--- config.mk ---
export PLATFORM = sky130hd
export DESIGN_NAME = tpg_top
export DESIGN_NICKNAME = d
export VERILOG_FILES = /design/src/rtl/tpg_pkg.sv /design/src/rtl/tpg_buf.sv /design/src/rtl/tpg_regs.sv /design/src/rtl/tpg_top.sv
export SDC_FILE = /design/constraint.sdc
export NUM_CORES = 1
export LEC_CHECK = 0
export BUFFER_PORTS_ARGS = -buffer_cell sky130_fd_sc_hd__buf_2
export CORE_UTILIZATION = 35
export CTS_BUF_LIST = sky130_fd_sc_hd__clkbuf_2
export CTS_CLUSTER_SIZE = 25
export DETAILED_ROUTE_END_ITERATION = 8
export PLACE_DENSITY_LB_ADDON = 0.12
export SLEW_MARGIN = 5
export SYNTH_ARGS = -nofsm -noshare
export SYNTH_HDL_FRONTEND = slang
export SYNTH_SLANG_ARGS = --single-unit
--- constraint.sdc ---
create_clock -name clock -period 18 [get_ports clock]
set_input_delay 3.6 -clock clock [delete_from_list [all_inputs] [get_ports clock]]
set_output_delay 3.6 -clock clock [all_outputs]
set_load 0.02 [all_outputs]
--- src/rtl/tpg_pkg.sv ---
// constants, types and helpers for the csi-2 test pattern generator
// assumes one 10 mhz clock; used by every design file of the block
package tpg_pkg;

////////////////////////////////////////////////////////////////////////
// directly addressed byte registers
localparam logic [7:0] A_PAGE = 8'hB0; // page select
localparam logic [7:0] A_IDX = 8'hB1; // indirect offset
localparam logic [7:0] A_DATA = 8'hB2; // indirect data
localparam logic [7:0] PAGE_GEN = 8'h00; // generator page

// indirect offsets on the generator page
localparam int N_REGS = 32;
localparam logic [7:0] I_CTL = 8'h01;
localparam logic [7:0] I_CFG = 8'h02;
localparam logic [7:0] I_PID = 8'h03;
localparam logic [7:0] I_LSZ_H = 8'h04;
localparam logic [7:0] I_LSZ_L = 8'h05;
localparam logic [7:0] I_BAR_H = 8'h06;
localparam logic [7:0] I_BAR_L = 8'h07;
localparam logic [7:0] I_ACT_H = 8'h08;
localparam logic [7:0] I_ACT_L = 8'h09;
localparam logic [7:0] I_TOT_H = 8'h0A;
localparam logic [7:0] I_TOT_L = 8'h0B;
localparam logic [7:0] I_LPD_H = 8'h0C;
localparam logic [7:0] I_LPD_L = 8'h0D;
localparam logic [7:0] I_VBP = 8'h0E;
localparam logic [7:0] I_VFP = 8'h0F;
localparam logic [7:0] I_PAT0 = 8'h10; // 16 fixed pattern bytes
localparam logic [7:0] I_STAT = 8'h20; // read-only status

// field positions and reset values
localparam int CTL_EN = 0;
localparam int CFG_FIXED = 7;
localparam int CFG_BARS_LSB = 4;
localparam int CFG_BLK_LSB = 0;
localparam logic [7:0] REG_RST = 8'h00;
localparam logic [7:0] CFG_RST = 8'h33;

// packet constants
localparam logic [5:0] DT_FS = 6'h00;
localparam logic [5:0] DT_FE = 6'h01;
localparam logic [15:0] CRC_SEED = 16'hFFFF;
localparam logic [15:0] CRC_POLY = 16'h8408;
localparam logic [5:0][23:0] ECC_MASK = {24'hEFFC00, 24'hDF03F0, 24'hB8E38E,
   24'h749A6D, 24'hF2555B, 24'hF12CB7};
localparam logic [7:0][7:0] BAR_COLOR = {8'h80, 8'h0F, 8'hCC, 8'h55,
   8'h7F, 8'hF0, 8'h33, 8'hAA};

// line period unit timing
localparam int CLK_NS = 100;
localparam int UNIT_NS = 10;
localparam int UNIT_SLOW_NS = 20;
localparam int UNIT_CYC = (UNIT_NS / CLK_NS < 1) ? 1 : UNIT_NS / CLK_NS;
localparam int UNIT_SLOW_CYC = (UNIT_SLOW_NS / CLK_NS < 1) ? 1 : UNIT_SLOW_NS / CLK_NS;

typedef enum logic [1:0] {S_IDLE, S_HDR, S_PAY, S_CRC} tpg_state_t;

// packet header error code over the three header bytes
function automatic logic [7:0] tpg_ecc(input logic [23:0] h);
   logic [7:0] e;
   e = 8'h00;
   for (int i = 0; i < 6; i++)
      e[i] = ^(h & ECC_MASK[i]);
   return e;
endfunction

// payload checksum, one byte, lsb first
function automatic logic [15:0] tpg_crc(input logic [15:0] c, input logic [7:0] b);
   logic [15:0] r;
   logic fb;
   r = c;
   for (int i = 0; i < 8; i++)
   begin
      fb = r[0] ^ b[i];
      r = r >> 1;
      if (fb)
         r = r ^ CRC_POLY;
   end
   return r;
endfunction

endpackage

--- src/rtl/tpg_buf.sv ---
// two-entry buffer between packet sequencer and transmitter
// assumes active-low reset from the top, asserted asynchronously and released on the clock
`timescale 1ns/1ps
module tpg_buf
   import tpg_pkg::*;
#(
   parameter int W = 9
)(
   input wire logic clock,
   input wire logic rst_n,
   input wire logic in_valid,
   output logic in_ready,
   input wire logic [W-1:0] in_data,
   output logic out_valid,
   input wire logic out_ready,
   output logic [W-1:0] out_data
);
   // entries and their valid flags
   typedef struct packed {
      logic [1:0][W-1:0] ent;
      logic [1:0] vld;
   } tpg_buf_t;
   tpg_buf_t buf_q, buf_d;

   ////////////////////////////////////////////////////////////////////
   // pop from head, then push into first free slot
   always_comb
   begin
      buf_d = buf_q;
      if (out_ready && buf_q.vld[0])
      begin
         buf_d.ent[0] = buf_q.ent[1];
         buf_d.vld = {1'b0, buf_q.vld[1]};
      end
      if (in_valid && !buf_q.vld[1])
      begin
         if (!buf_d.vld[0])
         begin
            buf_d.ent[0] = in_data;
            buf_d.vld[0] = 1'b1;
         end
         else
         begin
            buf_d.ent[1] = in_data;
            buf_d.vld[1] = 1'b1;
         end
      end
   end

   // state register
   always_ff @(posedge clock or negedge rst_n)
   begin
      if (!rst_n)
         buf_q <= '0;
      else
         buf_q <= buf_d;
   end

   assign in_ready = !buf_q.vld[1];
   assign out_valid = buf_q.vld[0];
   assign out_data = buf_q.ent[0];
endmodule // tpg_buf

--- src/rtl/tpg_regs.sv ---
// page, offset and data registers with the indirect generator page
// assumes byte writes on a simple strobe, reads one cycle after address
`timescale 1ns/1ps
module tpg_regs
   import tpg_pkg::*;
(
   input wire logic clock,
   input wire logic rst_n,
   input wire logic wr,
   input wire logic [7:0] addr,
   input wire logic [7:0] wdata,
   input wire logic [7:0] status,
   output logic [7:0] rdata,
   output logic [N_REGS-1:0][7:0] regs
);
   // page, offset, indirect array and read data
   typedef struct packed {
      logic [7:0] page;
      logic [7:0] idx;
      logic [N_REGS-1:0][7:0] mem;
      logic [7:0] rdata;
   } tpg_regs_t;
   tpg_regs_t r_q, r_d;
   logic gen_page;
   logic ind_hit;

   assign gen_page = (r_q.page == PAGE_GEN);
   assign ind_hit = gen_page && (r_q.idx < 8'(N_REGS));

   ////////////////////////////////////////////////////////////////////
   // write decode and registered read mux
   always_comb
   begin
      r_d = r_q;
      if (wr)
      begin
         case (addr)
            A_PAGE: r_d.page = wdata;
            A_IDX: r_d.idx = wdata;
            A_DATA:
               if (ind_hit && r_q.idx != 8'h00)
                  r_d.mem[r_q.idx[4:0]] = wdata;
            default: ;
         endcase
      end
      // unmapped addresses read as zero
      case (addr)
         A_PAGE: r_d.rdata = r_q.page;
         A_IDX: r_d.rdata = r_q.idx;
         A_DATA:
            if (ind_hit)
               r_d.rdata = r_q.mem[r_q.idx[4:0]];
            else if (gen_page && r_q.idx == I_STAT)
               r_d.rdata = status;
            else
               r_d.rdata = 8'h00;
         default: r_d.rdata = 8'h00;
      endcase
   end

   // state register, configuration defaults to eight bars
   always_ff @(posedge clock or negedge rst_n)
   begin
      if (!rst_n)
      begin
         r_q <= '0;
         r_q.mem[I_CFG[4:0]] <= CFG_RST;
      end
      else
         r_q <= r_d;
   end

   assign rdata = r_q.rdata;
   assign regs = r_q.mem;
endmodule // tpg_regs

--- src/rtl/tpg_top.sv ---
// csi-2 test pattern generator: settings, frame timing, packet sequencer
// assumes the transmitter takes one formatted byte per accepted beat
//
// How it works
// - color bar or fixed color pattern kinds
// - eight bars AA 33 F0 7F 55 CC 0F 80
// - last bar stretches to fill line
// - one, two, four or eight bars
// - programmable line, bar, type, channel
// - active lines within total lines per frame
// - porch blank lines around active lines
// - line period unit 10 ns, 20 ns slow, both held to one 100 ns clock
// - formatted packets to transmitter through a two-entry buffer
// - fixed mode repeats programmed byte block
// - fixed mode alternates pattern and inverse
// - block up to sixteen programmed bytes
// - settings through page, offset, data
`timescale 1ns/1ps
module tpg_top
   import tpg_pkg::*;
(
   input wire logic clock,
   input wire logic rstn,
   input wire logic speed_400m,
   input wire logic reg_wr,
   input wire logic [7:0] reg_addr,
   input wire logic [7:0] reg_wdata,
   output logic [7:0] reg_rdata,
   input wire logic tx_ready,
   output logic tx_valid,
   output logic [7:0] tx_data,
   output logic tx_last
);
   ////////////////////////////////////////////////////////////////////
   // reset release through two flops
   logic [1:0] rs_q;
   logic rst_n_s;

   always_ff @(posedge clock or negedge rstn)
   begin
      if (!rstn)
         rs_q <= 2'b00;
      else
         rs_q <= {rs_q[0], 1'b1};
   end
   assign rst_n_s = rs_q[1];

   ////////////////////////////////////////////////////////////////////
   // register file
   logic [N_REGS-1:0][7:0] regs; // indirect settings
   logic [7:0] status; // running and active-line flags

   tpg_regs u_regs (
      .clock(clock),
      .rst_n(rst_n_s),
      .wr(reg_wr),
      .addr(reg_addr),
      .wdata(reg_wdata),
      .status(status),
      .rdata(reg_rdata),
      .regs(regs)
   );

   // decoded settings
   logic en; // generator enable
   logic fixed; // fixed color mode
   logic [1:0] bsel; // bar count code
   logic [3:0] blk_max; // fixed block size minus one
   logic [7:0] pid; // channel and data type
   logic [15:0] lsz; // payload bytes per line
   logic [15:0] barsz; // bytes per bar
   logic [15:0] act_n; // active lines
   logic [15:0] tot_n; // total lines
   logic [15:0] lpd; // line period in units
   logic [7:0] vbp; // back porch lines
   logic [7:0] vfp; // front porch lines

   assign en = regs[I_CTL[4:0]][CTL_EN];
   assign fixed = regs[I_CFG[4:0]][CFG_FIXED];
   assign bsel = regs[I_CFG[4:0]][CFG_BARS_LSB +: 2];
   assign blk_max = regs[I_CFG[4:0]][CFG_BLK_LSB +: 4];
   assign pid = regs[I_PID[4:0]];
   assign lsz = {regs[I_LSZ_H[4:0]], regs[I_LSZ_L[4:0]]};
   assign barsz = {regs[I_BAR_H[4:0]], regs[I_BAR_L[4:0]]};
   assign act_n = {regs[I_ACT_H[4:0]], regs[I_ACT_L[4:0]]};
   assign tot_n = {regs[I_TOT_H[4:0]], regs[I_TOT_L[4:0]]};
   assign lpd = {regs[I_LPD_H[4:0]], regs[I_LPD_L[4:0]]};
   assign vbp = regs[I_VBP[4:0]];
   assign vfp = regs[I_VFP[4:0]];

   ////////////////////////////////////////////////////////////////////
   // sequencer state
   typedef struct packed {
      tpg_state_t st;
      logic [3:0] unit; // unit divider
      logic [15:0] lp; // units within line
      logic [15:0] line; // line within frame
      logic [1:0] bi; // header or checksum byte
      logic [31:0] hdr; // packet header with ecc
      logic lng; // long packet
      logic [15:0] pc; // payload bytes sent
      logic [15:0] bb; // byte within bar
      logic [2:0] bar; // bar index
      logic [3:0] blk; // byte within block
      logic [15:0] crc; // running checksum
      logic act; // in active line
   } tpg_core_t;
   tpg_core_t c_q, c_d;

   // buffer side, line timing and pattern signals
   logic buf_ready; // buffer can take a byte
   logic push; // byte accepted this cycle
   logic [7:0] byte_o; // byte offered
   logic last_o; // last byte of packet
   logic [2:0] nbm1; // bars minus one
   logic [3:0] umax; // divider terminal count
   logic tick; // one line period unit
   logic lp_end; // last unit of line
   logic line_start; // new line begins
   logic [15:0] first_act; // first active line
   logic [15:0] last_act; // last active line
   logic [15:0] fe_line; // line carrying frame end
   logic [7:0] pix; // pattern byte

   assign nbm1 = 3'((4'd1 << bsel) - 4'd1);
   assign first_act = 16'(vbp) + 16'd1;
   assign last_act = 16'(vbp) + act_n;
   assign fe_line = last_act + 16'(vfp) + 16'd1;
   assign umax = speed_400m ? 4'(UNIT_SLOW_CYC - 1) : 4'(UNIT_CYC - 1);
   assign tick = (c_q.unit == umax);
   assign lp_end = (lpd == 16'd0) || (c_q.lp >= lpd - 16'd1);
   assign line_start = en && tick && lp_end;
   assign push = (c_q.st != S_IDLE) && buf_ready;
   assign status = {6'h00, c_q.act, c_q.st != S_IDLE};

   // pattern byte: fixed block with inverse on odd bars, or bar color
   assign pix = fixed ? (regs[5'(I_PAT0) + 5'(c_q.blk)] ^ {8{c_q.bar[0]}})
      : BAR_COLOR[c_q.bar];

   ////////////////////////////////////////////////////////////////////
   // byte mux for the current packet field
   always_comb
   begin
      byte_o = 8'h00;
      last_o = 1'b0;
      case (c_q.st)
         S_HDR:
         begin
            byte_o = c_q.hdr[8*c_q.bi +: 8];
            last_o = !c_q.lng && c_q.bi == 2'd3;
         end
         S_PAY: byte_o = pix;
         S_CRC:
         begin
            byte_o = c_q.bi[0] ? c_q.crc[15:8] : c_q.crc[7:0];
            last_o = c_q.bi[0];
         end
         default: ;
      endcase
   end

   ////////////////////////////////////////////////////////////////////
   // line timing and packet sequencing
   always_comb
   begin
      logic [15:0] wc;
      logic [5:0] dt;
      logic go;
      logic lg;
      wc = 16'h0000;
      dt = DT_FS;
      go = 1'b0;
      lg = 1'b0;
      c_d = c_q;
      // unit divider and line period count
      c_d.unit = tick ? 4'h0 : c_q.unit + 4'h1;
      if (tick)
         c_d.lp = lp_end ? 16'h0000 : c_q.lp + 16'h0001;
      if (line_start)
         c_d.line = (c_q.line >= tot_n - 16'd1) ? 16'h0000 : c_q.line + 16'h0001;
      if (!en)
      begin
         c_d.unit = 4'h0;
         c_d.lp = 16'h0000;
         c_d.line = 16'h0000;
      end
      c_d.act = en && c_q.line >= first_act && c_q.line <= last_act;
      // pick the packet for a new line
      if (line_start && c_q.st == S_IDLE)
      begin
         if (c_q.line == 16'd0)
            go = 1'b1;
         else if (act_n != 16'd0 && c_q.line >= first_act && c_q.line <= last_act)
         begin
            go = 1'b1;
            lg = 1'b1;
            dt = pid[5:0];
            wc = lsz;
         end
         else if (c_q.line == fe_line && fe_line < tot_n)
         begin
            go = 1'b1;
            dt = DT_FE;
         end
      end
      if (go)
      begin
         c_d.st = S_HDR;
         c_d.lng = lg;
         c_d.hdr = {tpg_ecc({wc, pid[7:6], dt}), wc, pid[7:6], dt};
         c_d.bi = 2'd0;
         c_d.pc = 16'h0000;
         c_d.bb = 16'h0000;
         c_d.bar = 3'd0;
         c_d.blk = 4'h0;
         c_d.crc = CRC_SEED;
      end
      // advance on each accepted byte
      if (push)
      begin
         case (c_q.st)
            S_HDR:
            begin
               c_d.bi = c_q.bi + 2'd1;
               if (c_q.bi == 2'd3)
               begin
                  c_d.bi = 2'd0;
                  if (!c_q.lng)
                     c_d.st = S_IDLE;
                  else if (lsz == 16'd0)
                     c_d.st = S_CRC;
                  else
                     c_d.st = S_PAY;
               end
            end
            S_PAY:
            begin
               c_d.crc = tpg_crc(c_q.crc, pix);
               c_d.pc = c_q.pc + 16'h0001;
               c_d.blk = (c_q.blk >= blk_max) ? 4'h0 : c_q.blk + 4'h1;
               c_d.bb = c_q.bb + 16'h0001;
               // every bar but the last ends at the bar size
               if (c_q.bar != nbm1 && c_q.bb == barsz - 16'd1)
               begin
                  c_d.bar = c_q.bar + 3'd1;
                  c_d.bb = 16'h0000;
                  c_d.blk = 4'h0;
               end
               if (c_q.pc == lsz - 16'd1)
                  c_d.st = S_CRC;
            end
            S_CRC:
            begin
               c_d.bi = c_q.bi + 2'd1;
               if (c_q.bi[0])
                  c_d.st = S_IDLE;
            end
            default: c_d.st = S_IDLE;
         endcase
      end
   end

   // state register
   always_ff @(posedge clock or negedge rst_n_s)
   begin
      if (!rst_n_s)
         c_q <= '0;
      else
         c_q <= c_d;
   end

   ////////////////////////////////////////////////////////////////////
   // two-entry buffer toward the transmitter
   tpg_buf #(
      .W(9)
   ) u_buf (
      .clock(clock),
      .rst_n(rst_n_s),
      .in_valid(c_q.st != S_IDLE),
      .in_ready(buf_ready),
      .in_data({last_o, byte_o}),
      .out_valid(tx_valid),
      .out_ready(tx_ready),
      .out_data({tx_last, tx_data})
   );
endmodule // tpg_top

# Word level (Yosys, flattened, before mapping)
# Memory sizes are Yosys's and may differ from the RTL's.
# Index checks and enable logic that the tools add are counted.
[totals]
reg_bits = 429
romBits = 64
in_bits = 21
out_inout_bits = 18
wordCells = 230
memories = 1
[mem_list]
columns = ["name", "depth", "width", "read_ports", "rd_ports_with_merged_regs", "wr", "line_no", "rtl"]
rows = [
  ["(name not given)", 8, 8, 1, 0, 0, "tpg_top.sv:138", ": BAR_COLOR[c_q.bar];"],
]
[op_classes]
n_addsub = 18
magnitude_cmp = 11
eq_ne = 14
shift = 2
n_mux = 77
bitwise_logic = 17
n_reduce_logical = 38
[op_table]
columns = ["operator", "count"]
rows = [
  ["two-way mux 16 bit", 29],
  ["bitwise mux 256 bit", 1],
  ["XOR reduction 24 bit", 6],
  ["two-way mux 55 bit", 2],
  ["two-way mux 90 bit", 1],
  ["adder 16 x 1 -> 16 bit (second input constant)", 5],
  ["binary-select mux 8 bit (select 5 bit)", 2],
  ["subtractor 16 x 1 -> 16 bit (second input constant)", 4],
  ["two-way mux 8 bit", 7],
  ["equality test 16 bit", 3],
  ["logical NOT 16 bit", 3],
  ["one-hot mux 8 bit (3 select lines)", 2],
  ["demux 8 bit (select 5 bit)", 1],
  ["two-way mux 36 bit", 1],
  [">= comparator 16 bit", 2],
  ["indexed part select 32 x 6 -> 8 bit", 1],
  ["equality test 8 bit (second input constant)", 3],
  ["inverter 2 -> 3 bit", 8],
  ["two-way mux 23 bit", 1],
  ["two-way mux 11 bit", 2],
  ["two-way mux 2 bit", 9],
  ["two-way mux 6 bit", 3],
  ["adder 16 x 8 -> 16 bit", 1],
  ["adder 8 x 16 -> 16 bit", 1],
  ["other kinds (39)", 79],
]

# Longest topological paths before layout
[depth]
word_depth = 37
depth_mapped = 33
mapped_depth_nobuf = 29

# Hierarchy
# A second synthesis with hierarchy kept.
[hier_totals]
hier_cells = 2906
area_unflattened_um2 = 29794.8
[by_module_without_submodules]
columns = ["module", "instances", "cells_each", "area_per_inst_um2", "seq_area_each_um2"]
rows = [
  ["tpg_regs", 1, 1199, 14865.5, 7011.7],
  ["tpg_top", 1, 1641, 13993.4, 3228.1],
  ["tpg_buf", 1, 66, 935.9, 500.5],
]

# Worst setup path before layout
# No wires, ideal clock.
[synth_timing]
path_kind = "register to register"
from = "register u_regs.r_q (netlist bit u_regs.regs[112])"
to = "register c_q[73] (netlist name)"
setup_ns = 0.121
arrival_time_ns = 6.468
t_required_ns = 17.879
slack_ns = 11.411
stages_incl_launch_ff = 33
period_less_slack_ns = 6.589
cell_sequence = "dfrtp_1 > ha_1 > inv_1 > fa_1 > nand2b_1 > a21oi_1 > o21ai_0 > nand2b_1 > xor2_1 > ha_1 > buf_6 > a211o_1 > or3_1 > o21ai_2 > buf_4 > or3_1 > a21oi_1 > a21oi_1 > xnor2_1 > ha_1 > a21o_1 > a21o_1 > a21oi_1 > nor2_1 > or4_1 > nor4_1 > nand4_1 > or4_1 > o21ba_2 > nand2b_4 > buf_6 > buf_6 > a22o_1"
[synth_via]
elab_chain_cells = 9
elab_cells_between_ends = 18
cone_classes = "add/sub: 4; order compare: 3; eq/ne: 1; mux: 7; reduce/logical: 3"
[synth_rtl]
columns = ["element", "line_no", "rtl"]
rows = [
  ["start: declaration", "tpg_regs.sv:23", "tpg_regs_t r_q, r_d;"],
  ["start signal: assignment", "tpg_regs.sv:70", "r_q <= r_d;"],
  ["adder 8 x 16 -> 16 bit", "tpg_top.sv:127", "assign last_act = 16'(vbp) + act_n;"],
  ["adder 16 x 8 -> 16 bit", "tpg_top.sv:128", "assign fe_line = last_act + 16'(vfp) + 16'd1;"],
  ["adder 16 x 1 -> 16 bit", "tpg_top.sv:128", ""],
  ["< comparator 16 bit / equality test 16 bit (equally long branches)", "tpg_top.sv:200", "else if (c_q.line == fe_line && fe_line < tot_n)"],
  ["logical AND 1 bit", "tpg_top.sv:200", ""],
  ["two-way mux 1 bit", "tpg_top.sv:200", ""],
  ["two-way mux 1 bit", "tpg_top.sv:193", "else if (act_n != 16'd0 && c_q.line >= first_act && c_q.line <= last_act)"],
  ["two-way mux 1 bit", "tpg_top.sv:191", "if (c_q.line == 16'd0)"],
  ["two-way mux 1 bit", "tpg_top.sv:189", "if (line_start && c_q.st == S_IDLE)"],
  ["end signal: assignment", "tpg_top.sv:267", "c_q <= '0;"],
  ["end signal: assignment", "tpg_top.sv:269", "c_q <= c_d;"],
  ["end: declaration", "tpg_top.sv:108", "tpg_core_t c_q, c_d;"],
]
# Several ways; a longest one is shown, not always the timed one.
# A chain may end at the register's enable or synchronous reset.

# Final worst setup path
[layout_timing]
from = "register u_regs.r_q (netlist bit u_regs.regs[72])"
to = "register c_q[64] (netlist name)"
[layout_via]
elab_chain_cells = 9
elab_cells_between_ends = 14
cone_classes = "add/sub: 3; order compare: 2; eq/ne: 1; mux: 4; reduce/logical: 4"
[layout_rtl]
columns = ["element", "line_no"]
rows = [
  ["adder 8 x 16 -> 16 bit", "tpg_top.sv:127"],
  ["adder 16 x 8 -> 16 bit", "tpg_top.sv:128"],
  ["adder 16 x 1 -> 16 bit", "tpg_top.sv:128"],
  ["< comparator 16 bit / equality test 16 bit (equally long branches)", "tpg_top.sv:200"],
  ["logical AND 1 bit", "tpg_top.sv:200"],
  ["two-way mux 1 bit", "tpg_top.sv:200"],
  ["two-way mux 1 bit (*)", "tpg_top.sv:193"],
  ["two-way mux 1 bit (*)", "tpg_top.sv:191"],
  ["two-way mux 1 bit (*)", "tpg_top.sv:189"],
]
# Every way passes the cells marked *; elsewhere a longest branch is shown, timed or not.

==> results.toml <==
[die]
io_pins = 39
dieArea_sq_mm = 0.07814
fp.dieH_um = 279.5
coreArea_sq_mm = 0.07608
fp-row-count = 101
die_x_um = 279.5
initial_core_util_pct = 35.44

[clock_network]
cts_buffer_depth = 3
clk_pin_slew_ns = 0.10
post_cts_resized = 0
cts_root_buf = "clkbuf_2"
numCtsBuffers = 119
post_cts_buffers = 0
cts_htree_levels = 3
clock_latency_ns = 1.20
clock_sinks = 429
ctsHoldBuffers = 0
cts_tree = "yes"

[logic_synthesis]
yosysSeqAreaShare_pct = 39.84
synth-edff-count = 0
synth_area_leaders = "dfrtp_1 (39%), mux2_2 (11%), mux4_2 (7.2%)"
synth_top_family_by_area = "multiplexers"
ys.flop_type = "dfrtp_1"
synthSimpleGateAreaFrac_pct = 11.15
synth_top_area_share_pct = 39.45
yosys.area.top_type = "dfrtp_1"
synthXorXnorAreaFrac_pct = 6.924
syn_area_sq_mm = 0.02696
synth_compound_area_share_pct = 12.50
synth_seq_cells = 429
synthAdderAreaFrac_pct = 5.300
synthArstFlopShare_pct = 100.0
avgSynthCellArea_sq_um = 10.67
syn-num-nets = 2660
synth_warnings = 0
syn_inst = 2526
synthMuxAreaShare_pct = 20.16
synth.distinct_cells = 84

[place]
dp_hpwl_um = 56760
gp_congestion = 0.8677
portBuffers = 37

[setup_path]
cp-start-kind = "register"
regToRegSetupSlack_ns = 8.95
r2r-start = "u_regs.regs[72]"
cp-end-kind = "register"
cpPeakStageDelay_ns = 0.78
worstPathArrival_ns = 10.12
setup.worst_path.start = "u_regs.regs[72]"
slowest_stage = "or4_1"
critPathKind = "reg2reg"
worstPathMaxFanout = 11
cp.required_ns = 19.06
crit_top_cell = "a21oi_1"

[pwr]
p_per_area_mw_per_mm2 = 60.75
p_leak_nw = 13.62
peakVddDrop_uv = 35.36

[detailed_routing]
ant_nets = 0
dr.pass1.iters = 9
routed_via_density = 5.524
drt-initial-drc-count = 1478
route.detailed.drc = 1
routed_wl_um = 82090
vias = 20192
wl_per_cell_um = 22.46

[final_layout]
final_core_util_pct = 38.06
num-nets-final = 2658
layout-drive-gt1-share_pct = 23.77
syn_to_final_growth_pct = 7.407
fill_cells = 7519

[hold_path]
hold_path_class = "reg2async"

[timing]
tightest_slew_ns = 1.107
period_share_pct = 50.31
rsz0062_at_grt = "false"
max_slew_margin_pct = 26.19
setup_violations = 0
hold_violations = 0
post-route-min-period_ns = 9.055
slew_violations = 0
setup_tns_ns = 0
fmax_mhz = 110.4
fin_skew_ns = 0.1420

[global_route]
grt_first_pass_wirelength_um = 126200
track_usage_pct = 21.17
antenna_found_initial = 4
grt_max_degree = 162
grt_pass1_vias = 20302
grt_overflow = 0

[status]
violations = "DRC"
outcome = "complete, but fails checks"

[run]
drv_cap = 0
state kept, by name, summed over array words and instances, names as in the netlist:
signal / flops
u_regs.regs: 256
c_q: 127
u_regs.r_q: 16
u_buf.buf_q: 10
u_buf.out_data: 9
u_regs.rdata: 8
rs_q: 2
u_buf.out_valid: 1
layout make-up:
cell class | instances | area [sq um] | area share (%)
antenna | 4 | 10.01 | 0.03457
clock buffer | 186 | 930.9 | 3.215
clock inverter | 32 | 150.1 | 0.5185
inverter | 78 | 292.8 | 1.011
multi-input combinational | 1833 | 15130 | 52.24
sequential | 429 | 10750 | 37.13
tap | 1030 | 1289 | 4.451
timing repair buffer | 63 | 405.4 | 1.400
per-layer routing:
| metal | part of all wire (%) | GRT usage (%) | up-vias |
|---|---|---|---|
| met5 | 0.021 | 0 | - |
| met3 | 7.0 | 5.521 | 106 |
| met4 | 2.3 | 6.852 | 2 |
| li1 | - | - | 9315 |
| met1 | 47 | 29.75 | 10212 |
| met2 | 44 | 31.53 | 557 |
worst max-delay path, delay by kind of cell (launching register included):
| kind | cells | cell delay [ns] |
|---|---|---|
| multiplexers | 1 | 0.41 |
| adder cells (fa/ha/maj) | 4 | 1.33 |
| AO/OA/AOI/OAI | 10 | 2.71 |
| buffers and inverters | 1 | 0.07 |
| flip-flops | 1 | 0.49 |
| AND/OR/NAND/NOR | 10 | 3.62 |
| XOR/XNOR | 2 | 0.40 |
logic make-up (layout without fill, tap and decap cells):
family | Yosys count | after routing
DFF | 429 | 429
other | 1 | 5
muxes | 404 | 404
buffers and inverters | 264 | 359
xor gates and xnor gates | 210 | 210
AOI/OAI and AO/OA | 513 | 513
adders and majority gates | 113 | 113
and+or+nand+nor | 592 | 592
through the flow:
step                      instances  total power [mW]  cell area [sq um]  worst slack, ns  hold WS (ns)
after detailed placement       3433             1.062              27870            9.109        0.3365
after floorplan                2526             1.036              26960            5.165        0.3312
after global routing           3655             1.861              28960            8.505        0.3511
after global placement         3433             1.061              27870            9.234        0.3375
after CTS                      3651             1.800              28950            9.145        0.3205
final                          3655             1.759              28960            8.945        0.2938
cells in the mapped netlist, drive strengths merged, types with 18 or more instances:
| cell type | instances |
|---|---|
| nor3 | 42 |
| nor2 | 119 |
| and3 | 43 |
| a21oi | 89 |
| mux2 | 252 |
| and2 | 18 |
| nor4 | 21 |
| xnor2 | 141 |
| a22o | 32 |
| nor2b | 18 |
| nand4 | 27 |
| nand2 | 153 |
| mux4 | 86 |
| a31oi | 39 |
| ha | 111 |
| buf | 53 |
| mux2i | 66 |
| xor2 | 67 |
| nand3 | 51 |
| a21o | 39 |
| nand2b | 35 |
| o21ai | 146 |
| clkbuf | 133 |
| inv | 77 |
| a22oi | 43 |
| dfrtp | 425 |
layout by cell type (no fill, tap or decap), types with 16 or more instances in the layout:
cell,n
dfrtp_1,421
mux2_2,252
clkbuf_2,186
nand2_1,153
o21ai_0,143
xnor2_1,141
nor2_1,118
ha_1,111
a21oi_1,88
mux4_2,86
inv_1,76
xor2_1,67
mux2i_1,66
nand3_1,51
a22oi_1,43
and3_1,43
nor3_1,41
a31oi_1,39
a21o_1,39
buf_2,37
nand2b_1,34
a22o_1,32
nand4_1,27
clkinv_1,25
buf_4,24
nor4_1,21
nor2b_1,18
and2_1,16
path summary, 6_finish.rpt:
check,cells after the start,to
min in group clock,0,rs_q[1]
setup / recovery,28,c_q[64]
max in group asynchronous,2,u_regs.r_q[264]
hold / removal,0,u_regs.regs[222]
setup reg to reg,28,c_q[64]
hold reg to reg,0,u_regs.regs[222]
power breakdown:
part           switching, mW  internal, mW  total, mW
Clock                  0.439         0.279      0.717
Sequential           0.00995         0.967      0.977
Combinational         0.0476        0.0173     0.0649
Note: power is estimated with default switching activity, not from simulation.
